### src/rtl/pbf_pkg.sv
// constants, codes and carrier types for the port b upper pin function select
// assumes a 16-bit register port and a single 10 MHz clock
package pbf_pkg;

  // ----------------------------------------------------------------
  // register map
  // ----------------------------------------------------------------
  localparam int ADDR_W = 4;
  localparam logic [3:0] UPPER_FUNC_OFFSET = 4'h0;
  localparam logic [3:0] LOWER_FUNC_OFFSET = 4'h2;
  localparam logic [3:0] PIN_LEVEL_OFFSET = 4'h4;
  localparam logic [15:0] FUNC_RESET = 16'h0000;
  localparam logic [15:0] READ_UNMAPPED = 16'h0000;
  localparam int SEL_W = 2;
  localparam int PINS = 8;

  // ----------------------------------------------------------------
  // selector codes and resolved pin kinds
  // ----------------------------------------------------------------
  typedef enum logic [1:0] {
    SEL_GPIO = 2'b00,
    SEL_IRQ = 2'b01,
    SEL_SERIAL = 2'b10,
    SEL_PATTERN = 2'b11
  } pbf_sel_t;

  typedef enum logic [2:0] {
    KIND_GPIO = 3'b000,
    KIND_IRQ = 3'b001,
    KIND_SCK = 3'b010,
    KIND_TXD = 3'b011,
    KIND_RXD = 3'b100,
    KIND_PAT = 3'b101,
    KIND_RSV = 3'b110
  } pbf_kind_t;

  // ----------------------------------------------------------------
  // carriers
  // ----------------------------------------------------------------
  typedef struct packed {
    logic [ADDR_W-1:0] addr;
    logic [15:0] wdata;
    logic we;
    logic re;
  } pbf_bus_t;

  typedef struct packed {
    logic [7:0] gpio_out;
    logic [7:0] dir;
    logic [7:0] pattern;
    logic [1:0] sck_out;
    logic [1:0] txd;
  } pbf_periph_in_t;

  typedef struct packed {
    logic [7:0] gpio_in;
    logic [3:0] irq;
    logic [1:0] sck_in;
    logic [1:0] rxd;
  } pbf_periph_out_t;

  // idx is pin number minus 8
  function automatic pbf_kind_t pbf_pin_kind(input logic [2:0] idx, input pbf_sel_t code);
    pbf_kind_t k;
    k = KIND_RSV;
    unique case (code)
      SEL_GPIO: k = KIND_GPIO;
      SEL_IRQ: k = idx[2] ? KIND_IRQ : KIND_RSV;
      SEL_SERIAL:
      begin
        if (idx == 3'h4 || idx == 3'h5)
          k = KIND_SCK;
        else if (!idx[2])
          k = idx[0] ? KIND_TXD : KIND_RXD;
      end
      SEL_PATTERN: k = KIND_PAT;
    endcase
    return k;
  endfunction : pbf_pin_kind

  // serial channel served by a pin
  function automatic logic pbf_ch(input logic [2:0] idx);
    return idx[2] ? idx[0] : idx[1];
  endfunction : pbf_ch

endpackage : pbf_pkg

### src/rtl/pbf_upper_pin_func.sv
// pin function select for port b pins 15 to 8, plus storage of the lower-half selector
// assumes synchronous inputs, a register port with one-cycle read data,
// and that the lower-half mux and direction register live outside
`timescale 1ns/1ns

module pbf_upper_pin_func (
  input wire logic CLK_I, // 10 MHz clock
  input wire logic RST_B_I, // power-on reset, active low
  input wire pbf_pkg::pbf_bus_t BUS_I, // register request
  output logic [15:0] RDATA_O, // read data, cycle after strobe
  input wire logic [7:0] PIN_I, // pad levels, pins 15..8
  output logic [7:0] PIN_O, // pad output values
  output logic [7:0] PIN_OE_B_O, // pad enable, low drives
  input wire pbf_pkg::pbf_periph_in_t PERIPH_I, // peripheral signals toward pins
  output pbf_pkg::pbf_periph_out_t PERIPH_O, // pin levels toward peripherals
  output logic [15:0] LOWER_FUNC_O // lower-half selector for its mux
);
  import pbf_pkg::*;

  // ----------------------------------------------------------------
  // function select registers
  // ----------------------------------------------------------------
  logic [15:0] port_b_upper_pin_function;
  logic [15:0] port_b_lower_pin_function;
  logic wr_upper;
  logic wr_lower;

  assign wr_upper = BUS_I.we && BUS_I.addr == UPPER_FUNC_OFFSET;
  assign wr_lower = BUS_I.we && BUS_I.addr == LOWER_FUNC_OFFSET;

  // only the power-on reset pin clears these; manual reset, standby
  // and sleep never reach here, so settings survive them
  always_ff @(posedge CLK_I or negedge RST_B_I)
  begin
    if (!RST_B_I)
    begin
      port_b_upper_pin_function <= FUNC_RESET;
      port_b_lower_pin_function <= FUNC_RESET;
    end
    else
    begin
      if (wr_upper)
        port_b_upper_pin_function <= BUS_I.wdata;
      if (wr_lower)
        port_b_lower_pin_function <= BUS_I.wdata;
    end
  end

  assign LOWER_FUNC_O = port_b_lower_pin_function;

  // ----------------------------------------------------------------
  // read port
  // ----------------------------------------------------------------
  logic [15:0] next_rdata;

  always_comb
  begin
    next_rdata = READ_UNMAPPED;
    if (BUS_I.re)
    begin
      unique case (BUS_I.addr)
        UPPER_FUNC_OFFSET: next_rdata = port_b_upper_pin_function;
        LOWER_FUNC_OFFSET: next_rdata = port_b_lower_pin_function;
        PIN_LEVEL_OFFSET: next_rdata = {8'h00, PIN_I};
        default: next_rdata = READ_UNMAPPED;
      endcase
    end
  end

  // data holds only in the cycle after the strobe
  always_ff @(posedge CLK_I or negedge RST_B_I)
  begin
    if (!RST_B_I)
      RDATA_O <= 16'h0000;
    else
      RDATA_O <= next_rdata;
  end

  // ----------------------------------------------------------------
  // pin multiplexer
  // ----------------------------------------------------------------
  pbf_kind_t kind [PINS];
  logic [7:0] next_pin;
  logic [7:0] next_oe_b;
  logic [3:0] next_irq;
  logic [1:0] next_sck_in;
  logic [1:0] next_rxd;
  logic ch;

  // idle levels on unselected inputs are high, so a deselected
  // interrupt or receive line looks inactive, never a false edge
  always_comb
  begin
    next_pin = 8'h00;
    next_oe_b = 8'hff;
    next_irq = 4'hf;
    next_sck_in = 2'h3;
    next_rxd = 2'h3;
    ch = 1'b0;
    for (int i = 0; i < PINS; i++)
    begin
      kind[i] = pbf_pin_kind(3'(i),
        pbf_sel_t'(port_b_upper_pin_function[2*i +: SEL_W]));
      ch = pbf_ch(3'(i));
      unique case (kind[i])
        KIND_GPIO:
        begin
          next_oe_b[i] = !PERIPH_I.dir[i];
          next_pin[i] = PERIPH_I.gpio_out[i];
        end
        KIND_SCK:
        begin
          next_oe_b[i] = !PERIPH_I.dir[i];
          next_pin[i] = PERIPH_I.sck_out[ch];
          next_sck_in[ch] = PIN_I[i];
        end
        KIND_TXD:
        begin
          next_oe_b[i] = 1'b0;
          next_pin[i] = PERIPH_I.txd[ch];
        end
        KIND_RXD:
          next_rxd[ch] = PIN_I[i];
        KIND_IRQ:
          next_irq[2'(i)] = PIN_I[i];
        KIND_PAT:
        begin
          next_oe_b[i] = 1'b0;
          next_pin[i] = PERIPH_I.pattern[i];
        end
        KIND_RSV: ; // undriven; software must avoid these codes
        default: ;
      endcase
    end
  end

  // registered so pads never see decode glitches; costs one cycle
  always_ff @(posedge CLK_I or negedge RST_B_I)
  begin
    if (!RST_B_I)
    begin
      PIN_O <= 8'h00;
      PIN_OE_B_O <= 8'hff;
    end
    else
    begin
      PIN_O <= next_pin;
      PIN_OE_B_O <= next_oe_b;
    end
  end

  always_ff @(posedge CLK_I or negedge RST_B_I)
  begin
    if (!RST_B_I)
    begin
      PERIPH_O.gpio_in <= 8'h00;
      PERIPH_O.irq <= 4'hf;
      PERIPH_O.sck_in <= 2'h3;
      PERIPH_O.rxd <= 2'h3;
    end
    else
    begin
      PERIPH_O.gpio_in <= PIN_I;
      PERIPH_O.irq <= next_irq;
      PERIPH_O.sck_in <= next_sck_in;
      PERIPH_O.rxd <= next_rxd;
    end
  end

  logic [15:0] up;
  assign up = port_b_upper_pin_function;
endmodule : pbf_upper_pin_func

### config.mk
export PLATFORM = sky130hd
export DESIGN_NAME = pbf_upper_pin_func
export DESIGN_NICKNAME = d
export VERILOG_FILES = /design/src/rtl/pbf_pkg.sv /design/src/rtl/pbf_upper_pin_func.sv
export SDC_FILE = /design/constraint.sdc
export NUM_CORES = 1
export LEC_CHECK = 0
export CAP_MARGIN = 40
export CORE_ASPECT_RATIO = 1.1
export CORE_MARGIN = 8
export CORE_UTILIZATION = 59
export DETAILED_ROUTE_END_ITERATION = 7
export DONT_BUFFER_PORTS = 1
export MAX_ROUTING_LAYER = met4
export PLACE_DENSITY_LB_ADDON = 0.3
export SLEW_MARGIN = 0
export SYNTH_ARGS = -nofsm -noshare
export SYNTH_HDL_FRONTEND = slang
export SYNTH_SLANG_ARGS = --single-unit
### constraint.sdc
create_clock -name CLK_I -period 2.8 [get_ports CLK_I]
set_clock_uncertainty 0.2 [all_clocks]
set_input_delay 0.14 -clock CLK_I [delete_from_list [all_inputs] [get_ports CLK_I]]
set_output_delay 0.14 -clock CLK_I [all_outputs]
set_load 0.02 [all_outputs]
==> results.py <==
metrics = {
    "grt": {
        "grt_pass1_wl_um": 13500,
        "grt_max_degree": 79,
        "antenna_found_initial": 0,
        "grt_pass1_vias": 2527,
        "grt_util_all_layers": 0.222,
        "overflow": 0,
    },
    "placed_design": {
        "place_hpwl_um": 5730,
        "io_buffers": 0,
        "post-place-cells": 319,
        "gp_congestion": 0.799,
    },
    "clock_tree": {
        "cts_resized": 0,
        "cts.clk_slew.worst_paths_ns": 0.07,
        "clock_path_buffers": 2,
        "cts_root_buffer": "clkbuf_8",
        "cts_sinks": 78,
        "cts_tree": "done",
        "h-tree-depth": 3,
        "clk_latency_ns": 0.33,
        "cts_buffers": 9,
    },
    "power": {
        "p_leak_nw": 1.98,
        "p_int_w": 0.00210,
        "power_frac_comb": 0.179,
        "p_per_area_mw_per_mm2": 719,
        "power_w": 0.00307,
        "p_clk_frac": 0.261,
        "peakVddDrop_mv": 0.413,
        "power.share.switching": 0.316,
        "seq_power_share": 0.561,
        "p_sw_w": 0.000971,
    },
    "layout": {
        "finalNetCount": 391,
        "nFillCells": 356,
        "fin_cells": 393,
        "antenna_cells": 0,
        "layout-drive-gt1-share": 0.215,
        "syn_to_final_growth_pct": 23.7,
    },
    "synth": {
        "synth_edf_count": 0,
        "synth_common_cells": "dfrtp_1, nor2_1, ha_1, mux2_4, mux2_2",
        "yosysWarnings": 0,
        "synth_top_area_share": 0.464,
        "async_flop_share": 1.00,
        "synth.most_common_cell": "dfrtp_1",
        "netlist_area_sq_mm": 0.00345,
        "ys.flop_type": "dfrtp_1",
        "syn_avg_cell_area_sq_um": 13.8,
        "synth_area_leaders": "dfrtp_1, dfstp_2, mux2_4, ha_1, mux2_2",
        "ys_seq_area_frac": 0.571,
        "ys_types": 33,
        "yosys.area.top_type": "dfrtp_1",
        "syn-instance-count": 250,
        "synth_seq_cells": 78,
    },
    "floorplanning": {
        "ios": 124,
        "die_area_sq_mm": 0.00855,
        "placementRows": 29,
        "start_util": 0.606,
        "fp.dieW_um": 88.9,
        "coreArea_sq_mm": 0.00570,
        "dieHeight_um": 96.2,
    },
    "setup_path": {
        "critical_path_class": "flip-flop to flip-flop",
        "crit_family": "buffers and inverters",
        "slowest_stage": "dlygate4sd3_1",
        "crit_arrival_ns": 2.65,
        "max_stage_delay_ns": 0.57,
        "worst_setup_path_end_kind": "flip-flop",
        "path_common_cell": "dlygate4sd3_1",
        "startpoint_type": "flip-flop",
        "crit_fanout": 5,
        "crit_required_ns": 2.82,
        "crit_buf_inv": 3,
        "cp_cell_sequence": "inv_1 > ha_1 > and3_1 > o21ai_0 > dlygate4sd3_1 > a21oi_1 > dlygate4sd3_1",
    },
    "sta": {
        "worst_slew_pin_slew_ns": 0.880,
        "period_share": 0.939,
        "setup_viol": 0,
        "finalHoldViolations": 0,
        "finalSetupTns_ns": 0,
        "max_freq_ghz": 0.380,
        "slew_headroom": 0.409,
        "rsz0062_at_grt": "false",
        "period_needed_ns": 2.63,
        "finalMaxSlewViolations": 0,
    },
    "route": {
        "drtIter0Drc": 102,
        "routed_via_density": 5.73,
        "num_vias": 2252,
        "post_drt_wl_per_cell_um": 22.2,
        "antenna_left": 0,
        "drc": 0,
        "dr.pass1.iters": 5,
        "routed_wl_um": 8710,
    },
    "hold_path": {
        "min_path_type": "input pin to flip-flop",
    },
    "outcome": {
        "outcome": "finished, final reports clean",
    },
    "run": {
        "drv_cap": 0,
    },
}
## registers in the layout, summed over array words and instances, names as in the netlist
name / count
PERIPH_O: 14
RDATA_O: 16
PIN_O: 8
LOWER_FUNC_O: 16
PIN_OE_B_O: 8
port_b_upper_pin_function: 16
## per-layer routing
metal  GRT usage  part of all wire  up-vias
li1            -                 -     1003
met5           -                 0        -
met2       0.368              0.52       96
met4      0.0959             0.023        0
met3      0.0658             0.079       16
met1       0.240              0.38     1137
## metrics by stage
step | hold slack, ns | setup WS [ns] | cell area [sq um] | utilization
floorplan | -0.356 | 1.40 | 3450 | -
global placement | -0.354 | 1.26 | 3480 | 0.611
detailed placement | -0.353 | 1.22 | 3480 | 0.611
CTS | 0.0176 | 0.234 | 4270 | 0.749
global route | 0.0432 | 0.0598 | 4270 | 0.749
finish | 0.0417 | 0.172 | 4270 | 0.749
## power groups by stage
| stage | logic (W) | registers [W] | clock network (W) |
|---|---|---|---|
| finish | 0.000549 | 0.00172 | 0.000800 |
| global route | 0.000607 | 0.00175 | 0.000867 |
| CTS | 0.000539 | 0.00173 | 0.000814 |
| detailed placement | 0.000400 | 0.00174 | 0 |
| global placement | 0.000379 | 0.00174 | 0 |
| floorplan | 0.000356 | 0.00167 | 0 |
## final cells by class
class                      instances  area [sq um]  share of cell area
clock buffer                      16           190              0.0446
inverter                          12          45.0              0.0106
multi-input combinational        152          1370               0.321
sequential                        78          1970               0.461
tap                               77          96.3              0.0226
timing repair buffer              58           598               0.140
## cell usage in the layout (no fill, tap or decap)
cell,instances
dfrtp_1,64
dlygate4sd3_1,57
nor2_1,26
mux2_4,20
ha_1,20
mux2_2,15
dfstp_2,14
clkbuf_8,13
inv_1,12
a22oi_1,12
mux2i_1,9
o21ai_0,7
a222oi_1,6
nand2_1,4
a21oi_1,4
a31oi_1,4
nand3_1,3
nor2b_1,3
nand2b_1,3
clkbuf_1,3
a21o_1,2
and3_1,2
conb_1,2
a211oi_1,1
nor4b_4,1
nor4_4,1
nor4b_1,1
nor3_1,1
a22o_1,1
a41oi_1,1
nor2_4,1
nand4b_4,1
nand3_2,1
buf_16,1
## worst min-delay path: stages
cell,delay [ns]
nor4b_4,0.15
a22oi_1,0.19
nor2_1,0.05
## worst paths after layout
kind	startpoint	endpoint	slack (ns)	cells after the start
worst max-delay path	port_b_upper_pin_function[1]	PIN_O[0]	0.17	7
worst min-delay path	BUS_I[19]	RDATA_O[13]	0.04	3
worst max register to register	port_b_upper_pin_function[1]	PIN_O[0]	0.17	7
worst min register to register	port_b_upper_pin_function[3]	PIN_OE_B_O[1]	0.30	1
max in group asynchronous	RST_B_I	PIN_OE_B_O[1]	1.89	2
min in group asynchronous	RST_B_I	LOWER_FUNC_O[14]	0.16	2
## cell families after synthesis
logic type               after synthesis  synth area share
adder cells (fa/ha/maj)               20            0.0725
AND/OR/NAND/NOR                       48            0.0816
multiplexers                          44             0.162
AO/OA/AOI/OAI                         38            0.0783
other                                  1           0.00109
buffers and inverters                 21            0.0337
flip-flops                            78             0.571
## what timing repair did
action | CTS | global route
setup buffers | 0 | 0
hold endpoints to repair | 156 | 0
hold buffers | 58 | 0
No activity file was read; power rests on OpenSTA's default activity.
